### config.mk
export PLATFORM = sky130hd
export DESIGN_NAME = vme_mode_regs
export DESIGN_NICKNAME = d
export VERILOG_FILES = /design/src/pkg/vme_pkg.sv /design/src/pkg/vme_gl_if.sv /design/src/logic/vme_sync.sv /design/src/logic/vme_genlock.sv /design/src/logic/vme_mode_regs.sv
export VERILOG_INCLUDE_DIRS = /design/src /design/src/pkg
export SDC_FILE = /design/constraint.sdc
export NUM_CORES = 1
export LEC_CHECK = 0
export BUFFER_PORTS_ARGS = -buffer_cell sky130_fd_sc_hd__buf_4
export CAP_MARGIN = 20
export CORE_ASPECT_RATIO = 0.8
export CORE_MARGIN = 1
export CORE_UTILIZATION = 25
export DETAILED_ROUTE_END_ITERATION = 8
export PLACE_DENSITY_LB_ADDON = 0.15
export SLEW_MARGIN = 40
export SYNTH_ARGS = -nofsm -noshare
export SYNTH_HDL_FRONTEND = slang
export SYNTH_SLANG_ARGS = --single-unit
### constraint.sdc
create_clock -name clk_i -period 3.8 [get_ports clk_i]
set_input_delay 0.19 -clock clk_i [delete_from_list [all_inputs] [get_ports clk_i]]
set_output_delay 0.19 -clock clk_i [all_outputs]
set_load 0.02 [all_outputs]
### src/pkg/vme_consts.svh
// constants of the video encoder mode register bank
`ifndef VME_CONSTS_SVH
`define VME_CONSTS_SVH

// sub-addresses of the two mode registers
`define VME_SUB_PRIMARY   8'h00
`define VME_SUB_SECONDARY 8'h01

// mode_select_primary field positions
`define VME_PRI_OVERRIDE  7
`define VME_PRI_CHROMA    6
`define VME_PRI_DAC_SLEEP 5
`define VME_PRI_RGB       4

// mode_select_secondary field positions
`define VME_SEC_SETUP     7
`define VME_SEC_COUNTER   6
`define VME_SEC_RGB_LEVEL 5
`define VME_SEC_OUTPUT_FORMAT_SELECT    4
`define VME_SEC_MASTER    3
`define VME_SEC_SCAN      2
`define VME_SEC_GL_OFF    1
`define VME_SEC_GL_SEL    0

// reset value of both registers, every field zero
`define VME_REG_RESET     8'h00

// video mode codes with special meaning
`define VME_MODE_SERIAL   4'h0
`define VME_MODE_SLEEP    4'hF

// last field index of the colour sequence and genlock pulse width
`define VME_NTSC_LAST     3'h3
`define VME_PAL_LAST      3'h7
`define VME_GL_PULSE_CYC  2'h2

// seven-bit bus address of the device, arbitrary value
`define VME_DEV_ADDR      7'h45

// number of pin inputs passing the synchroniser
`define VME_SYNC_W        8

`endif

### src/pkg/vme_pkg.sv
// types and helpers shared by the mode register bank
`default_nettype none
package vme_pkg;

    // serial bus receiver states, gray coded along the write path
    typedef enum logic [2:0] {
        VME_IDLE     = 3'b000,
        VME_DEV      = 3'b001,
        VME_DEV_ACK  = 3'b011,
        VME_SUB      = 3'b010,
        VME_SUB_ACK  = 3'b110,
        VME_DATA     = 3'b111,
        VME_DATA_ACK = 3'b101,
        VME_SKIP     = 3'b100
    } vme_bus_e;

    // pixel-rate codes where the input colour select bit counts
    function automatic logic vme_is_pixel_rate(input logic [3:0] m);
        return (m == 4'h5) || (m == 4'h6) || (m == 4'h7) ||
               (m == 4'hD) || (m == 4'hE);
    endfunction

endpackage : vme_pkg
`default_nettype wire

### src/pkg/vme_gl_if.sv
// control and status between the register bank and the genlock unit
`default_nettype none
interface vme_gl_if;
    logic master;
    logic sel;
    logic off;
    logic pal;
    logic field_start;
    logic sync_fall;
    logic gl_in;
    logic gl_out;
    logic scph_reset;

    modport ctl (output master, sel, off, pal, field_start, sync_fall,
                 gl_in, input gl_out, scph_reset);
    modport gl  (input master, sel, off, pal, field_start, sync_fall,
                 gl_in, output gl_out, scph_reset);
endinterface : vme_gl_if
`default_nettype wire

### src/logic/vme_sync.sv
// two-stage synchroniser for asynchronous pin inputs
`default_nettype none
module vme_sync #(
    parameter int W = 8
) (
    // clock and reset
    input  wire logic         clk_i,
    input  wire logic         rst_i,
    // pins in, synchronised copy out
    input  wire logic [W-1:0] d_i,
    output logic      [W-1:0] q_o
);
    typedef struct packed {
        logic [W-1:0] meta;
        logic [W-1:0] q;
    } vme_sync_s;

    vme_sync_s r_reg;
    vme_sync_s r_next;

    // the first stage feeds only the second stage
    always_comb begin
        r_next.meta = d_i;
        r_next.q    = r_reg.meta;
    end

    always_ff @(posedge clk_i) begin
        if (rst_i) begin
            r_reg <= '0;
        end else begin
            r_reg <= r_next;
        end
    end

    assign q_o = r_reg.q;
endmodule : vme_sync
`default_nettype wire

### src/logic/vme_genlock.sv
// genlock field sequencing and subcarrier phase reset
`include "vme_consts.svh"
`default_nettype none
module vme_genlock
    import vme_pkg::*;
(
    // clock and reset
    input  wire logic clk_i,
    input  wire logic rst_i,
    // control from the register bank
    vme_gl_if.gl      gl
);
    typedef struct packed {
        logic [2:0] field;
        logic       gl_prev;
        logic       armed;
        logic       sent;
        logic [1:0] pulse;
        logic       scph;
    } vme_gl_s;

    vme_gl_s r_reg;
    vme_gl_s r_next;
    logic    last;
    logic    ext;
    logic    on;

    // field counter, pulse generator and reset decision
    always_comb begin
        r_next         = r_reg;
        r_next.scph    = 1'b0;
        r_next.gl_prev = gl.gl_in;
        last = r_reg.field == (gl.pal ? `VME_PAL_LAST : `VME_NTSC_LAST);
        ext  = ~gl.sel;
        on   = ~gl.off;
        if (r_reg.pulse != 2'h0) begin
            r_next.pulse = r_reg.pulse - 2'h1;
        end
        if (gl.field_start) begin
            r_next.field = last ? 3'h0 : r_reg.field + 3'h1;
            r_next.sent  = 1'b0;
            // internal source: master always, slave with pin ignored
            if (on && last && (gl.master || gl.sel || r_reg.armed)) begin
                r_next.scph  = 1'b1;      // [RULE11] [RULE15] [RULE17]
                r_next.armed = 1'b0;
            end
        end
        // one field ahead of the reset, only with the pin selected
        if (gl.master && ext && on && last && gl.sync_fall &&
            !r_reg.sent && !gl.field_start) begin
            r_next.pulse = `VME_GL_PULSE_CYC;   // [RULE13] [RULE18]
            r_next.sent  = 1'b1;
        end
        // a slave arms on a rising pin; a pin held high never re-arms
        if (!gl.master && ext && on) begin
            if (gl.gl_in && !r_reg.gl_prev) begin
                r_next.field = 3'h0;      // [RULE12] [RULE14]
                r_next.armed = 1'b1;
            end
        end else begin
            r_next.armed = 1'b0;          // [RULE15]
        end
    end

    always_ff @(posedge clk_i) begin
        if (rst_i) begin
            r_reg <= '0;
        end else begin
            r_reg <= r_next;
        end
    end

    assign gl.gl_out     = r_reg.pulse != 2'h0;
    assign gl.scph_reset = r_reg.scph;
endmodule : vme_genlock
`default_nettype wire

### src/logic/vme_mode_regs.sv
// write-only mode register bank of the video encoder with bus receiver
//
// Overview of operation
// [RULE1] override bit picks register or pin mode
// [RULE2] chroma bit: offset binary or two's complement
// [RULE3] converter sleep bit sleeps only converters
// [RULE4] colour select bit valid for pixel-rate codes
// [RULE5] NTSC codes decoded from mode field
// [RULE6] PAL codes decoded from mode field
// [RULE7] register mode never selects full sleep
// [RULE8] setup bit sets 7.5 IRE, NTSC only
// [RULE9] counter bit tolerates nonstandard line counts
// [RULE10] level bit selects limited RGB range
// [RULE11] genlock off bit disables phase reset
// [RULE12] select bit zero routes reset via pin
// [RULE13] master pulses one field early when on
// [RULE14] slave resets phase on pin pulse
// [RULE15] select bit one ignores pin entirely
// [RULE16] registers written only, never read back
// [RULE17] slave applies pulse at fourth/eighth field
// [RULE18] master pulse two clocks wide at sync fall
// [RULE19] all fields reset to zero
`include "vme_consts.svh"
`default_nettype none
module vme_mode_regs
    import vme_pkg::*;
#(
    parameter logic [6:0] DEV_ADDR = `VME_DEV_ADDR
) (
    // clock and reset
    input  wire logic       clk_i,
    input  wire logic       rst_i,
    // two-wire serial bus, data line open drain
    input  wire logic       scl_i,
    input  wire logic       sda_i,
    output logic            sda_o,
    output logic            sda_oe_o,
    // mode strap pins
    input  wire logic [3:0] mode_pins_i,
    input  wire logic       input_color_select_i,
    // timing events from the encoder timing logic
    input  wire logic       field_start_i,
    input  wire logic       sync_fall_i,
    // genlock pin, two way
    input  wire logic       genlock_i,
    output logic            genlock_o,
    output logic            genlock_oe_o,
    // configuration to the datapath
    output logic [3:0]      video_mode_o,
    output logic            pal_o,
    output logic            input_rgb_o,
    output logic            chroma_twos_o,
    output logic            dac_sleep_o,
    output logic            logic_sleep_o,
    output logic            black_setup_o,
    output logic            nonstd_lines_o,
    output logic            rgb_limited_o,
    output logic            output_format_select_o,
    output logic            master_o,
    output logic            scan_type_select_o,
    output logic            scph_reset_o
);
    // whole state of the bank
    typedef struct packed {
        vme_bus_e   st;
        logic [3:0] bit_cnt;
        logic [7:0] shreg;
        logic [7:0] sub;
        logic       scl_d;
        logic       sda_d;
        logic       sda_oe;
        logic [7:0] pri;
        logic [7:0] sec;
        logic [3:0] mode;
        logic       pal;
        logic       rgb_in;
        logic       chroma;
        logic       dac_sleep;
        logic       logic_sleep;
        logic       setup;
        logic       nonstd;
        logic       rgb_lim;
        logic       output_format_select;
        logic       master;
        logic       scan;
    } vme_top_s;

    vme_top_s                r_reg;
    vme_top_s                r_next;
    logic [`VME_SYNC_W-1:0]  pins;
    logic                    scl;
    logic                    sda;
    logic [3:0]              mode_pin;
    logic                    rgb_pin;
    logic                    scl_rise;
    logic                    scl_fall;
    logic                    bus_start;
    logic                    bus_stop;
    logic                    wr_fire;
    logic                    ovr;
    logic [3:0]              mode_eff;
    logic                    sleep_eff;

    vme_gl_if gl_bus ();

    // every pin from outside the clock domain is synchronised first
    vme_sync #(
        .W (`VME_SYNC_W)
    ) u_sync (
        .clk_i (clk_i),
        .rst_i (rst_i),
        .d_i   ({genlock_i, input_color_select_i, mode_pins_i,
                 sda_i, scl_i}),
        .q_o   (pins)
    );

    assign scl      = pins[0];
    assign sda      = pins[1];
    assign mode_pin = pins[5:2];
    assign rgb_pin  = pins[6];

    // bus conditions seen on the synchronised lines
    assign scl_rise  = scl & ~r_reg.scl_d;
    assign scl_fall  = ~scl & r_reg.scl_d;
    assign bus_start = scl & r_reg.scl_d & r_reg.sda_d & ~sda;
    assign bus_stop  = scl & r_reg.scl_d & ~r_reg.sda_d & sda;
    assign wr_fire   = (r_reg.st == VME_DATA) && scl_fall &&
                       (r_reg.bit_cnt == 4'h8) && !bus_start && !bus_stop;

    // mode source: register when overridden, otherwise the pins
    assign ovr       = r_reg.pri[`VME_PRI_OVERRIDE];
    assign mode_eff  = ovr ? r_reg.pri[3:0] : mode_pin;     // [RULE1]
    // full sleep only from the pins, never from the register
    assign sleep_eff = ~ovr & ~rgb_pin &
                       (mode_pin == `VME_MODE_SLEEP);       // [RULE7]

    // bus receiver, register writes and output decode
    always_comb begin
        r_next       = r_reg;
        r_next.scl_d = scl;
        r_next.sda_d = sda;
        if (bus_start) begin
            r_next.st      = VME_DEV;
            r_next.bit_cnt = 4'h0;
            r_next.sda_oe  = 1'b0;
        end else if (bus_stop) begin
            r_next.st     = VME_IDLE;
            r_next.sda_oe = 1'b0;
        end else begin
            case (r_reg.st)
                VME_DEV, VME_SUB, VME_DATA: begin
                    if (scl_rise && r_reg.bit_cnt != 4'h8) begin
                        r_next.shreg   = {r_reg.shreg[6:0], sda};
                        r_next.bit_cnt = r_reg.bit_cnt + 4'h1;
                    end else if (scl_fall && r_reg.bit_cnt == 4'h8) begin
                        r_next.sda_oe = 1'b1;
                        if (r_reg.st == VME_DEV) begin
                            // a read request is not acknowledged at all
                            if (r_reg.shreg[7:1] == DEV_ADDR &&
                                !r_reg.shreg[0]) begin
                                r_next.st = VME_DEV_ACK;
                            end else begin
                                r_next.st     = VME_SKIP;  // [RULE16]
                                r_next.sda_oe = 1'b0;
                            end
                        end else if (r_reg.st == VME_SUB) begin
                            r_next.sub = r_reg.shreg;
                            r_next.st  = VME_SUB_ACK;
                        end else begin
                            // sub-address steps so bursts fill both
                            r_next.sub = r_reg.sub + 8'h01;
                            r_next.st  = VME_DATA_ACK;
                        end
                    end
                end
                VME_DEV_ACK, VME_SUB_ACK, VME_DATA_ACK: begin
                    if (scl_fall) begin
                        r_next.sda_oe  = 1'b0;
                        r_next.bit_cnt = 4'h0;
                        r_next.st = (r_reg.st == VME_DEV_ACK) ?
                                    VME_SUB : VME_DATA;
                    end
                end
                VME_IDLE, VME_SKIP: begin
                    r_next.sda_oe = 1'b0;
                end
                default: begin
                    r_next.st     = VME_IDLE;
                    r_next.sda_oe = 1'b0;
                end
            endcase
        end

        // other sub-addresses are acknowledged and dropped here
        if (wr_fire) begin
            if (r_reg.sub == `VME_SUB_PRIMARY) begin
                r_next.pri = r_reg.shreg;                   // [RULE16]
            end else if (r_reg.sub == `VME_SUB_SECONDARY) begin
                r_next.sec = r_reg.shreg;                   // [RULE16]
            end
        end

        // datapath configuration is registered once more for timing
        r_next.mode        = mode_eff;                      // [RULE1]
        r_next.pal         = mode_eff[3];                   // [RULE5] [RULE6]
        r_next.rgb_in      = (ovr ? r_reg.pri[`VME_PRI_RGB] : rgb_pin) &
                             vme_is_pixel_rate(mode_eff);   // [RULE4]
        r_next.chroma      = r_reg.pri[`VME_PRI_CHROMA];    // [RULE2]
        r_next.logic_sleep = sleep_eff;                     // [RULE7]
        r_next.dac_sleep   = r_reg.pri[`VME_PRI_DAC_SLEEP] |
                             sleep_eff;                     // [RULE3]
        r_next.setup       = r_reg.sec[`VME_SEC_SETUP] &
                             ~mode_eff[3];                  // [RULE8]
        r_next.nonstd      = r_reg.sec[`VME_SEC_COUNTER];   // [RULE9]
        r_next.rgb_lim     = r_reg.sec[`VME_SEC_RGB_LEVEL]; // [RULE10]
        r_next.output_format_select      = r_reg.sec[`VME_SEC_OUTPUT_FORMAT_SELECT];
        // the serial embedded-sync mode always runs as timing slave
        r_next.master      = r_reg.sec[`VME_SEC_MASTER] &
                             (mode_eff != `VME_MODE_SERIAL);
        r_next.scan        = r_reg.sec[`VME_SEC_SCAN];
    end

    // one register for the whole bank, all zero after reset
    always_ff @(posedge clk_i) begin
        if (rst_i) begin
            r_reg <= '0;                                    // [RULE19]
        end else begin
            r_reg <= r_next;
        end
    end

    // genlock control travels through the interface
    assign gl_bus.master      = r_reg.master;
    assign gl_bus.sel         = r_reg.sec[`VME_SEC_GL_SEL];
    assign gl_bus.off         = r_reg.sec[`VME_SEC_GL_OFF];
    assign gl_bus.pal         = r_reg.pal;
    assign gl_bus.field_start = field_start_i;
    assign gl_bus.sync_fall   = sync_fall_i;
    assign gl_bus.gl_in       = pins[7];

    vme_genlock u_genlock (
        .clk_i (clk_i),
        .rst_i (rst_i),
        .gl    (gl_bus)
    );

    // bus outputs: the line is only ever pulled low
    assign sda_o    = 1'b0;
    assign sda_oe_o = r_reg.sda_oe;

    // genlock pin drives only in master mode
    assign genlock_o    = gl_bus.gl_out;
    assign genlock_oe_o = r_reg.master;                     // [RULE12]
    assign scph_reset_o = gl_bus.scph_reset;

    // configuration outputs straight from flip-flops
    assign video_mode_o           = r_reg.mode;
    assign pal_o                  = r_reg.pal;
    assign input_rgb_o            = r_reg.rgb_in;
    assign chroma_twos_o          = r_reg.chroma;
    assign dac_sleep_o            = r_reg.dac_sleep;
    assign logic_sleep_o          = r_reg.logic_sleep;
    assign black_setup_o          = r_reg.setup;
    assign nonstd_lines_o         = r_reg.nonstd;
    assign rgb_limited_o          = r_reg.rgb_lim;
    assign output_format_select_o = r_reg.output_format_select;
    assign master_o               = r_reg.master;
    assign scan_type_select_o     = r_reg.scan;
endmodule : vme_mode_regs
`default_nettype wire

[After elaboration in Yosys (flattened, before gate mapping)]
Cells that the tools add are included.
Storage, ports and cells
  logic and storage cells: 183
  flip-flop bits (word level): 82
  output and inout bits: 20
  bits of input ports: 12
Operators by class
  bitwise operators: 29
  reduce and logical (&&, ||, !) cells: 58
  eq/ne operators: 25
  $add $sub $neg: 4
  mux-type cells: 36
Operator list (number)
  two-way mux 3 bit: 11
  two-way mux 8 bit: 4
  two-way mux 20 bit: 1
  logical AND 1 bit: 18
  equality test 4 bit, second input constant: 4
  two-way mux 16 bit: 1
  != test 4 bit, second input constant: 4
  inverter 1 bit: 16
  AND reduction 4 bit: 4
  case mux 7 bit (2 select lines): 1
  AND 1 bit: 12
  equality test 3 bit, second input constant: 4
  equality test 4 x 3 -> 1 bit, second input constant: 3
  two-way mux 12 bit: 1
  nonzero test 2 bit: 6
  two-way mux 1 bit: 10
  OR reduction 2 bit: 5
  OR reduction 3 bit: 3
  adder 8 x 1 -> 8 bit, second input constant: 1
  equality test 8 x 1 -> 1 bit, second input constant: 1
  zero test 8 bit: 1
  != test 2 bit, second input constant: 4
  nonzero test 4 bit: 2
  equality test 7 bit, second input constant: 1
  other kinds (18): 34

[Depth between registers and ports, before layout]
Gate-level depths: netlist of run 1.
  depth after elaboration: 9
  mapped depth: 8
  mapped depth without buffers: 7

[By module]
From an unflattened synthesis of run 1, not the netlist that was laid out.
Second synthesis, totals
  cell total of the unflattened synthesis: 392
  area, all modules: 3649.8 sq um
Modules (own cells, without submodules)
  vme_mode_regs: area each 2791.4 sq um, instances 1, cells an instance 318, seq. area each 1121.1 sq um
  vme_sync: area each 464.2 sq um, instances 1, cells an instance 33, seq. area each 320.3 sq um
  vme_genlock: area each 394.1 sq um, instances 1, cells an instance 41, seq. area each 180.2 sq um

[Worst setup path before layout of run 1]
OpenSTA, ideal clock, no wires.
  path type: flip-flop to flip-flop
  start: register, netlist name video_mode_o[3]
  end: register u_genlock.r_reg[1] (netlist name)
  path slack: 2.018 ns
  arrival: 1.666 ns
  library setup time: 0.116 ns
  buffers on the path: 0
  stages on the path, launching flop included: 6
  cell sequence: dfxtp_1 -> xnor2_1 -> nand2_1 -> or4_1 -> or3_1 -> and3_1
RTL lines
  to (signal assigned): RTL line vme_genlock.sv:69  | r_reg <= r_next;
  to (decl): RTL line vme_genlock.sv:22  | vme_gl_s r_reg;

[Worst setup path in the final report of run 1]
  start: register r_reg[54] (netlist name)
  end: register r_reg, in the netlist r_next[4]
Between the ends
  longest elaborated chain between the ends: 6
RTL lines
  from (decl): RTL line vme_mode_regs.sv:88  | vme_top_s r_reg;
  from (signal assigned): RTL line vme_mode_regs.sv:228  | r_reg <= r_next;
  equality test 3 bit: RTL line vme_mode_regs.sv:127  | assign wr_fire = (r_reg.st == VME_DATA) && scl_fall &&
  logical AND 1 bit (2 in a row): RTL line vme_mode_regs.sv:127
  logical AND 1 bit (2 in a row): RTL line vme_mode_regs.sv:128  | (r_reg.bit_cnt == 4'h8) && !bus_start && !bus_stop;
  AND reduction 3 bit (no source line)
No other way between the ends.
A chain may end at the register's enable or synchronous reset.

==> reports/results.md, run 1 <==
* **placed cell count** 549
* **number of global-route vias before repair** 2,523
* **register clock-pin slew on the reported worst setup and hold paths** 0.06 ns
* **number of violations reported at the end of detailed-routing iteration 0** 82
* **register-to-register setup slack** 1.49 ns
* **number of levels in the clock H-tree** 3
* **floorplan row count** 37
* **Hold Fails Final Rpt** 0
* **Lkg Pwr** 1.50 nW
* **number of max-slew violations in the final report** 0
* **Clock Tree Buf Depth** 2
* **area of the mapped netlist** 0.00341 sq mm
* **worst endpoint data arrival time** 2.51 ns
* **maximum number of pins on one net before global-route repair** 71
* **die height** 106 um
* **total die area** 0.0141 sq mm
* **library cell used as clock root buffer** clkbuf_16
* **post-route ant nets** 0
* **worst min-delay path class** primary input to flip-flop
* **Rel. slew slack** 51.3%
* **Unique masters post-synth** 49
* **effective utilization at floorplan** 26.0%
* **CTS buffer count** 9
* **first-pass iteration count of the detailed router** 4
* **number of flops mapped to enable cells by yosys** 0
* **number of sinks driven by the clock tree** 81
* **RePlAce Congestion** 0.837
* **Core Area** 0.0131 sq mm
* **area of the multi-input gates** 0.00163 sq mm
* **TritonCTS clock tree** done
* **initial antenna violation count** 0
* **post-CTS setup-driven buffer insertion count** 0
* **Hold WS** 0.0601 ns
* **flop and latch count out of synthesis** 81
* **part of the Yosys area used for sequential elements** 47.5%
* **total wire length** 7360 um
* **run status** complete, no violations
* **wire length of the first global-routing pass** 12,700 um
* **post-route fraction of the period consumed by the critical path** 60.9%
* **count of instances resized after the clock tree is built** 0
* **Worst VDD drop** 0.000213 V
* **beginning of the worst register-to-register path** r_reg[54]
* **source-to-sink clock delay at the later pin of the worst-skew pair** 0.34 ns
* **top cell type by total area after synthesis** dfxtp_1
* **ratio of cells with drive above 1 in the final layout** 13.3%
* **NumNets Final** 403
* **horizontal die dimension** 133 um
* **total area of sequential cells** 0.00162 sq mm
* **synthesized area divided by synthesized cell count** 9.27 sq um
* **number of vias per cell after detailed routing** 4.53
* **drt drc** 0
* **remaining global-route overflow** 0
* **post-cts hold buffer count** 0
* **cell count after synthesis** 368
* **worst setup path category** flip-flop to flip-flop
* **fraction of post-synthesis cell area in the top cell type by area** 47.5%
* **CP Data Required Time** 3.99 ns
* **launch point of the worst path** r_reg[54]
* **number of nets in the synthesized netlist** 386
* **Worst Setup Start Kind** flip-flop
* **IO buf count** 30
* **Max Clock Freq** 432 MHz
* **post-layout instance count excluding filler cells** 565
* **maxcap violations** 0
* **Avg WL per Cell** 13.0 um
* **Worst Path Max Fanout** 16
* **top flip-flop cell by instance count after synthesis** dfxtp_1
* **Boundary Pins** 32
* **final count of negative-setup-slack endpoints** 0
* **number of diodes** 0
* **fillcell total** 1,377
* **total global-route track usage** 11.5%
* **share of async-settable or async-resettable flops after synthesis** 0%
* **Warnings, synthesis** 0
* **Final HPWL DP** 4950 um
* **final total power** 0.00174 W
* **Critical Path End Type** flip-flop
* **Post-Route Skew** 0.00619 ns
* **total negative slack for setup checks** 0 ns
* **worst setup path end** r_next[4]
* **reg2reg path depth** 5
* **power density over the cells** 432 mW/mm^2
* **actual slew at the worst max-slew pin** 0.731 ns
* **Largest register FFs** 33
* **terminus of the critical flop-to-flop path** r_next[4]
* **top cells by area, synth** dfxtp_1, mux2i_1, nor2b_1, nor2_1, a21oi_1
* **minimum period implied by the final worst setup slack** 2.31 ns
* **number of vias after detailed routing** 2,559
* **unrepaired setup endpoints after global routing** no
* **Area Overhead vs Synth** 18.0%
-- area by class of cell --
class,count,share of cell area [%]
multi-input combinational,253,40.5
tap,175,5.44
clock buffer,13,6.46
inverter,8,0.746
timing repair buffer,32,5.97
clock inverter,3,0.590
sequential,81,40.3
-- metrics by stage --
stage | utilization [%] | area, sq um | worst slack [ns]
floorplan | - | 3410 | 2.02
global route | 30.7 | 4030 | 1.27
detailed placement | 28.6 | 3740 | 1.49
global placement | 28.6 | 3740 | 1.60
finish | 30.7 | 4030 | 1.49
CTS | 30.7 | 4030 | 1.49
-- Yosys cell counts (all sizes together), types with 2 or more instances --
cell type	instances
a2bb2oi	3
nand2	22
buf	15
ha	6
nand2b	2
xnor2	6
nor4	2
clkbuf	11
and3	7
nor2b	30
a211oi	4
a31oi	3
inv	8
mux2i	31
dfxtp	81
a21o	3
nor4b	3
nand3b	2
nand3	7
nor3	14
a21oi	19
nor2	45
a41oi	2
a22o	2
a22oi	2
nand4b	2
o21ai	10
nor3b	7
nand4	2
-- routing by layer --
metal / track usage, % / share of wire, % / up-vias
li1: - / - / 1299
met1: 14.6 / 51 / 1216
met2: 18.3 / 45 / 32
met3: 3.43 / 3.3 / 12
met4: 3.94 / 1.5 / 0
met5: 0 / 0 / -
-- layout by cell type, fill, tap and decap left out, drive strengths merged, types with 2 or more instances in the layout --
cell type / n
nand2: 22
a22o: 2
nor3: 14
nand2b: 2
ha: 6
clkbuf: 13
mux2i: 31
nor3b: 7
and3: 7
a21oi: 19
nand3: 7
buf: 32
dfxtp: 81
a21o: 3
xnor2: 6
o21ai: 10
a41oi: 2
a31oi: 3
inv: 9
nand4b: 2
nand3b: 2
nor4b: 3
a211oi: 4
nor2: 45
a2bb2oi: 3
nor2b: 30
clkinvlp: 2
a22oi: 2
nor4: 2
nand4: 2
-- worst max-delay path, cell delays in order (launching register included) --
cell     delay, ns
dfxtp_1       0.67
nand2_1       0.21
nor3_1        0.38
and4b_1       0.60
mux2i_1       0.25
nor2_1        0.06
-- logic make-up after synthesis --
group | share of synthesized area [%]
other | 0.110
XOR/XNOR | 1.54
buffers and inverters | 4.81
adder cells (fa/ha/maj) | 2.20
AO/OA/AOI/OAI | 11.0
multiplexers | 9.10
AND/OR/NAND/NOR | 23.7
flip-flops | 47.5
-- power breakdown --
group          switching, W  total [W]  internal [W]
clock network      0.000341   0.000822      0.000481
registers        0.00000568   0.000867      0.000861
logic             0.0000287  0.0000498     0.0000211
-- worst min-delay path by stage --
stage / cells after the start / startpoint / slack [ns] / to
after floorplan: 1 / rst_i / 0.28 / logic_sleep_o
final: 2 / genlock_i / 0.06 / u_sync.r_next[7]
after global placement: 2 / mode_pins_i[1] / 0.41 / u_sync.r_next[3]
after detailed placement: 2 / mode_pins_i[1] / 0.41 / u_sync.r_next[3]
after CTS: 2 / mode_pins_i[1] / 0.05 / u_sync.r_next[3]
after global routing: 2 / mode_pins_i[3] / 0.06 / u_sync.r_next[5]
No activity file was read; power rests on OpenSTA's default activity.
==> run 2, diff against run 1 <==
Clock period 3.8 ns to 2.3 ns, I/O delays scaled along.
==> reports/results.md, run 2 (same netlist as run 1, synthesis figures left out) <==
* **run status** complete, no violations
* **placed cell count** 555, +1.1%
* **CP Data Required Time** 2.52 ns, -1.47 ns
* **actual slew at the worst max-slew pin** 0.617 ns, -0.114 ns
* **Worst Setup Start Kind** flip-flop
* **Lkg Pwr** 1.58 nW, +5.0%
* **Max Clock Freq** 498 MHz, +15%
* **Final HPWL DP** 4950 um, about the same
* **post-route ant nets** 0, unchanged
* **horizontal die dimension** 133 um, unchanged
* **minimum period implied by the final worst setup slack** 2.01 ns, -0.305 ns
* **Boundary Pins** 32, unchanged
* **Worst Path Max Fanout** 9, -7
* **unrepaired setup endpoints after global routing** no
* **register clock-pin slew on the reported worst setup and hold paths** 0.06 ns, about the same
* **number of diodes** 0, unchanged
* **die height** 106 um, unchanged
* **drt drc** 0, unchanged
* **remaining global-route overflow** 0, unchanged
* **total wire length** 7310 um, -0.68%
* **power density over the cells** 706 mW/mm^2, +63%
* **post-route fraction of the period consumed by the critical path** 87.3%, +26 points
* **power share of the clock group** 47.9%, +0.6 points
* **NumNets Final** 417, +3.5%
* **wire length of the first global-routing pass** 12,400 um, -2.7%
* **worst min-delay path class** primary input to flip-flop
* **number of sinks driven by the clock tree** 81, unchanged
* **Largest register FFs** 33, unchanged
* **number of levels in the clock H-tree** 3, unchanged
* **TritonCTS clock tree** done
* **floorplan row count** 37, unchanged
* **total negative slack for setup checks** 0 ns, unchanged
* **sequential power share** 48.8%, -1.0 points
* **Gate power share** 3.2%, +0.3 points
* **Rel. slew slack** 58.8%, +7.6 points
* **ratio of cells with drive above 1 in the final layout** 14.4%, +1.1 points
* **maxcap violations** 0, unchanged
* **most frequent cells in the layout** dfxtp_1, nor2_1, buf_4
* **Core Area** 0.0131 sq mm, unchanged
* **first-pass iteration count of the detailed router** 4, unchanged
* **design area** 0.00415 sq mm, +3.2%
* **Hold Fails Final Rpt** 0, unchanged
* **library cell used as clock root buffer** clkbuf_16
* **number of global-route vias before repair** 2,415, -4.3%
* **CTS buffer count** 9, unchanged
* **Worst VDD drop** 0.000327 V, +53%
* **Post-Route Utilization** 31.7%, +0.97 points
* **most common cell after layout, fill and taps aside** dfxtp_1
* **Sw Ratio** 21.5%, -0.14 points
* **RePlAce Congestion** 0.817, -2.4%
* **number of max-slew violations in the final report** 0, unchanged
* **number of violations reported at the end of detailed-routing iteration 0** 146, +78%
* **fillcell total** 1,368, -0.65%
* **IO buf count** 30, unchanged
* **Area Overhead vs Synth** 21.8%
* **number of vias per cell after detailed routing** 4.46, -1.5%
* **Critical Path End Type** flip-flop
* **source-to-sink clock delay at the later pin of the worst-skew pair** 0.34 ns, about the same
* **number of vias after detailed routing** 2,578, +0.74%
* **Switching Power** 0.000629 W, +67%
* **dpl cell area** 0.00379 sq mm, +1.2%
* **total die area** 0.0141 sq mm, unchanged
* **final count of negative-setup-slack endpoints** 0, unchanged
* **initial antenna violation count** 0, unchanged
* **Post-Route Skew** 0.00765 ns, +0.00147 ns
* **post-layout instance count excluding filler cells** 578, +2.3%
* **worst endpoint data arrival time** 2.23 ns, -0.28 ns
* **worst setup path category** flip-flop to flip-flop
* **Avg WL per Cell** 12.6 um, -2.9%
* **maximum number of pins on one net before global-route repair** 46, -35%
* **Clock Tree Buf Depth** 2, unchanged
* **effective utilization at floorplan** 26.0%, unchanged
* **internal portion of total power** 0.00230 W, +69%
* **total global-route track usage** 11.2%, -0.27 points
-- run 2: changes by cell type in the layout (fill, tap and decap cells not counted), sizes merged --
cell,delta
clkinv,+4
buf,+6
bufinv,+1
dlygate4sd3,+8
inv,-1
clkinvlp,-2
clkbuf,-3
-- run 2: per-stage QoR --
| stage | hold WS, ns | total power, W | setup WS (ns) |
|---|---|---|---|
| after global placement | 0.340 | 0.00155 | 0.279 |
| after global routing | 0.0215 | 0.00306 | 0.0770 |
| after floorplan | 0.203 | 0.00152 | 0.518 |
| after CTS | 0.000275 | 0.00299 | 0.270 |
| after detailed placement | 0.335 | 0.00155 | 0.262 |
| final | 0.00527 | 0.00293 | 0.292 |
-- run 2: area by class of cell --
cell class | count | area [sq um] | share of cell area (%)
Clock inverter | 5 | 57.6 | 1.39
Clock buffer | 10 | 229 | 5.51
Inverter | 8 | 30.0 | 0.723
Multi-Input combinational cell | 253 | 1630 | 39.3
Timing Repair Buffer | 46 | 365 | 8.80
Sequential cell | 81 | 1620 | 39.0
Tap cell | 175 | 219 | 5.27
-- run 2: path summary, 6_finish.rpt --
kind	start	endpoint	slack, ns	cells past startpoint
setup / recovery	r_reg[50]	r_next[4]	0.29	8
hold / removal	scl_i	u_sync.r_next[0]	0.005	2
setup reg to reg	r_reg[50]	r_next[4]	0.29	8
hold reg to reg	u_sync.r_next[4]	u_sync.q_o[4]	0.44	1
-- run 2: per-layer routing --
| metal | share of wire [%] | GRT usage (%) |
|---|---|---|
| met1 | 50 | 15.1 |
| met2 | 44 | 16.5 |
| met3 | 4.2 | 3.24 |
| met4 | 1.5 | 4.68 |
| met5 | 0 | 0 |
-- run 2: worst max-delay path, stage by stage (launching register included) --
cell      delay, ns
dfxtp_1        0.33
inv_1          0.08
ha_1           0.18
nand3b_1       0.15
nor3_1         0.45
and4b_1        0.26
buf_4          0.19
mux2i_1        0.21
nor2_1         0.05
-- run 2: what timing repair did --
action	in CTS	in global routing
gates resized for setup	0	0
hold buffers	8	0
hold endpoints to repair	8	0
setup buffers	0	0
-- run 2: power by group through the flow --
stage	sequential, W	combinational (W)	clock [W]
3_5_place_dp	0.00146	0.0000861	0
5_1_grt	0.00143	0.000107	0.00152
4_1_cts	0.00143	0.0000972	0.00146
2_1_floorplan	0.00146	0.0000575	0
6_report	0.00143	0.0000948	0.00141
3_3_place_gp	0.00146	0.0000858	0
==> run 3, diff against run 2 <==
Settings changed: REMOVE_ABC_BUFFERS set to 1.
==> reports/results.md, run 3 (same netlist as run 1, synthesis figures left out) <==
* **run status** complete, no violations
* **ratio of cells with drive above 1 in the final layout** 14.8%, +0.39 points
* **Avg WL per Cell** 12.8 um, +1.0%
* **number of levels in the clock H-tree** 3, unchanged
* **sequential power share** 50.9%, +2.1 points
* **power share of the clock group** 45.7%, -2.2 points
* **Final HPWL DP** 5090 um, +2.7%
* **CTS buffer count** 9, unchanged
* **wire length of the first global-routing pass** 12,700 um, +3.1%
* **final count of negative-setup-slack endpoints** 0, unchanged
* **hold path start** sync_fall_i
* **internal portion of total power** 0.00219 W, -4.8%
* **NumNets Final** 420, +0.72%
* **number of max-slew violations in the final report** 0, unchanged
* **actual slew at the worst max-slew pin** 0.655 ns, +0.0382 ns
* **Boundary Pins** 32, unchanged
* **Worst VDD drop** 0.000331 V, +1.2%
* **drt drc** 0, unchanged
* **maxcap violations** 0, unchanged
* **total area of sequential cells** 0.00162 sq mm, unchanged
* **Worst Setup Start Kind** flip-flop
* **IO buf count** 30, unchanged
* **number of vias per cell after detailed routing** 4.48, +0.49%
* **Post-Route Skew** 0.00570 ns, -0.00196 ns
* **maximum number of pins on one net before global-route repair** 43, -6.5%
* **RePlAce Congestion** 0.827, +1.2%
* **minimum period implied by the final worst setup slack** 1.93 ns, -0.0781 ns
* **Sw Ratio** 22.1%, +0.66 points
* **launch point of the worst path** r_reg[56]
* **first-pass iteration count of the detailed router** 4, unchanged
* **total global-route track usage** 11.5%, +0.35 points
* **CP Data Required Time** 2.52 ns, about the same
* **library cell used as clock root buffer** clkbuf_16
* **Lkg Pwr** 1.57 nW, -0.18%
* **post-route ant nets** 0, unchanged
* **worst endpoint data arrival time** 2.15 ns, -0.08 ns
* **floorplan row count** 37, unchanged
* **beginning of the worst register-to-register path** r_reg[56]
* **number of sinks driven by the clock tree** 81, unchanged
* **Post-Route Utilization** 31.7%, about the same
* **power density over the cells** 677 mW/mm^2, -4.0%
* **number of diodes** 0, unchanged
* **Hold WS** 0.161 ns, +0.155 ns
* **Max Clock Freq** 518 MHz, +4.0%
* **Gate power share** 3.4%, +0.2 points
* **post-layout instance count excluding filler cells** 581, +0.52%
* **Critical Path End Type** flip-flop
* **TritonCTS clock tree** done
* **worst setup path category** flip-flop to flip-flop
* **Hold Fails Final Rpt** 0, unchanged
* **number of violations reported at the end of detailed-routing iteration 0** 167, +14%
* **die height** 106 um, unchanged
* **remaining global-route overflow** 0, unchanged
* **total negative slack for setup checks** 0 ns, unchanged
* **Clock Tree Buf Depth** 2, unchanged
* **area of the multi-input gates** 0.00163 sq mm, unchanged
* **Worst Path Max Fanout** 18, +9
* **initial antenna violation count** 0, unchanged
* **register clock-pin slew on the reported worst setup and hold paths** 0.06 ns, about the same
* **horizontal die dimension** 133 um, unchanged
* **unrepaired setup endpoints after global routing** no
* **register-to-register setup slack** 0.37 ns, +0.08 ns
* **most common cell after layout, fill and taps aside** dfxtp_1
* **source-to-sink clock delay at the later pin of the worst-skew pair** 0.34 ns, about the same
* **effective utilization at floorplan** 26.0%, unchanged
* **Switching Power** 0.000623 W, -1.1%
* **placed cell count** 557, +0.36%
* **Rel. slew slack** 56.3%, -2.5 points
* **total die area** 0.0141 sq mm, unchanged
* **number of global-route vias before repair** 2,495, +3.3%
* **Area Overhead vs Synth** 21.8%, about the same
* **final total power** 0.00281 W, -4.0%
* **post-route fraction of the period consumed by the critical path** 83.9%, -3.4 points
* **worst min-delay path class** primary input to flip-flop
* **fillcell total** 1,374, +0.44%
* **Largest register FFs** 33, unchanged
* **most frequent cells in the layout** dfxtp_1, nor2_1, buf_4
* **number of vias after detailed routing** 2,604, +1.0%
* **total wire length** 7420 um, +1.6%
* **Core Area** 0.0131 sq mm, unchanged
[run 3: cell count changes in the layout (fill, tap and decap cells not counted)]
cell	before	now
bufinv_16	1	0
clkinvlp_4	0	2
dlygate4sd3_1	8	9
buf_4	38	40
clkinv_4	2	1
[run 3: worst paths after layout]
path | end | cells after the start
max | r_reg[41] | 5
min | u_genlock.r_reg[3] | 4
max reg2reg | r_reg[41] | 5
min reg2reg | u_sync.q_o[0] | 1
[run 3: through the flow]
step                area (sq um)  setup WS, ns
finish                      4160         0.370
global route                4160         0.185
CTS                         4160         0.382
detailed placement          3800         0.393
global placement            3800         0.347
floorplan                   3280        -0.885
[run 3: timing repair]
item	CTS	global route
gates resized for setup	0	0
hold endpoints to repair	9	0
hold buffers	9	0
setup buffers	0	0
[run 3: routing by layer]
layer	wire length (um)	global-route usage, %	vias to the layer above
met1	3890	15.4	1215
met5	0	0	-
met2	3160	17.1	41
met4	78	3.53	0
li1	-	-	1339
met3	298	4.29	9
[run 3: layout make-up]
type	instances	share of cell area, %
multi-input combinational	253	39.3
sequential	81	39.0
timing repair buffer	49	9.39
clock buffer	10	5.51
tap	175	5.27
clock inverter	5	0.813
inverter	8	0.723
[run 3: worst max-delay path: stages, from the launching register on]
cell,delay [ns]
dfxtp_1,0.74
xnor2_1,0.21
and4_1,0.45
o21ai_0,0.15
a22oi_1,0.20
nor2_1,0.05
[run 3: power by group through the flow]
| stage | sequential [W] | combinational [W] | clock, W |
|---|---|---|---|
| after detailed placement | 0.00146 | 0.0000860 | 0 |
| after global placement | 0.00146 | 0.0000856 | 0 |
| after global routing | 0.00143 | 0.000107 | 0.00140 |
| final | 0.00143 | 0.0000960 | 0.00129 |
| after floorplan | 0.00146 | 0.0000351 | 0 |
| after CTS | 0.00143 | 0.0000985 | 0.00133 |
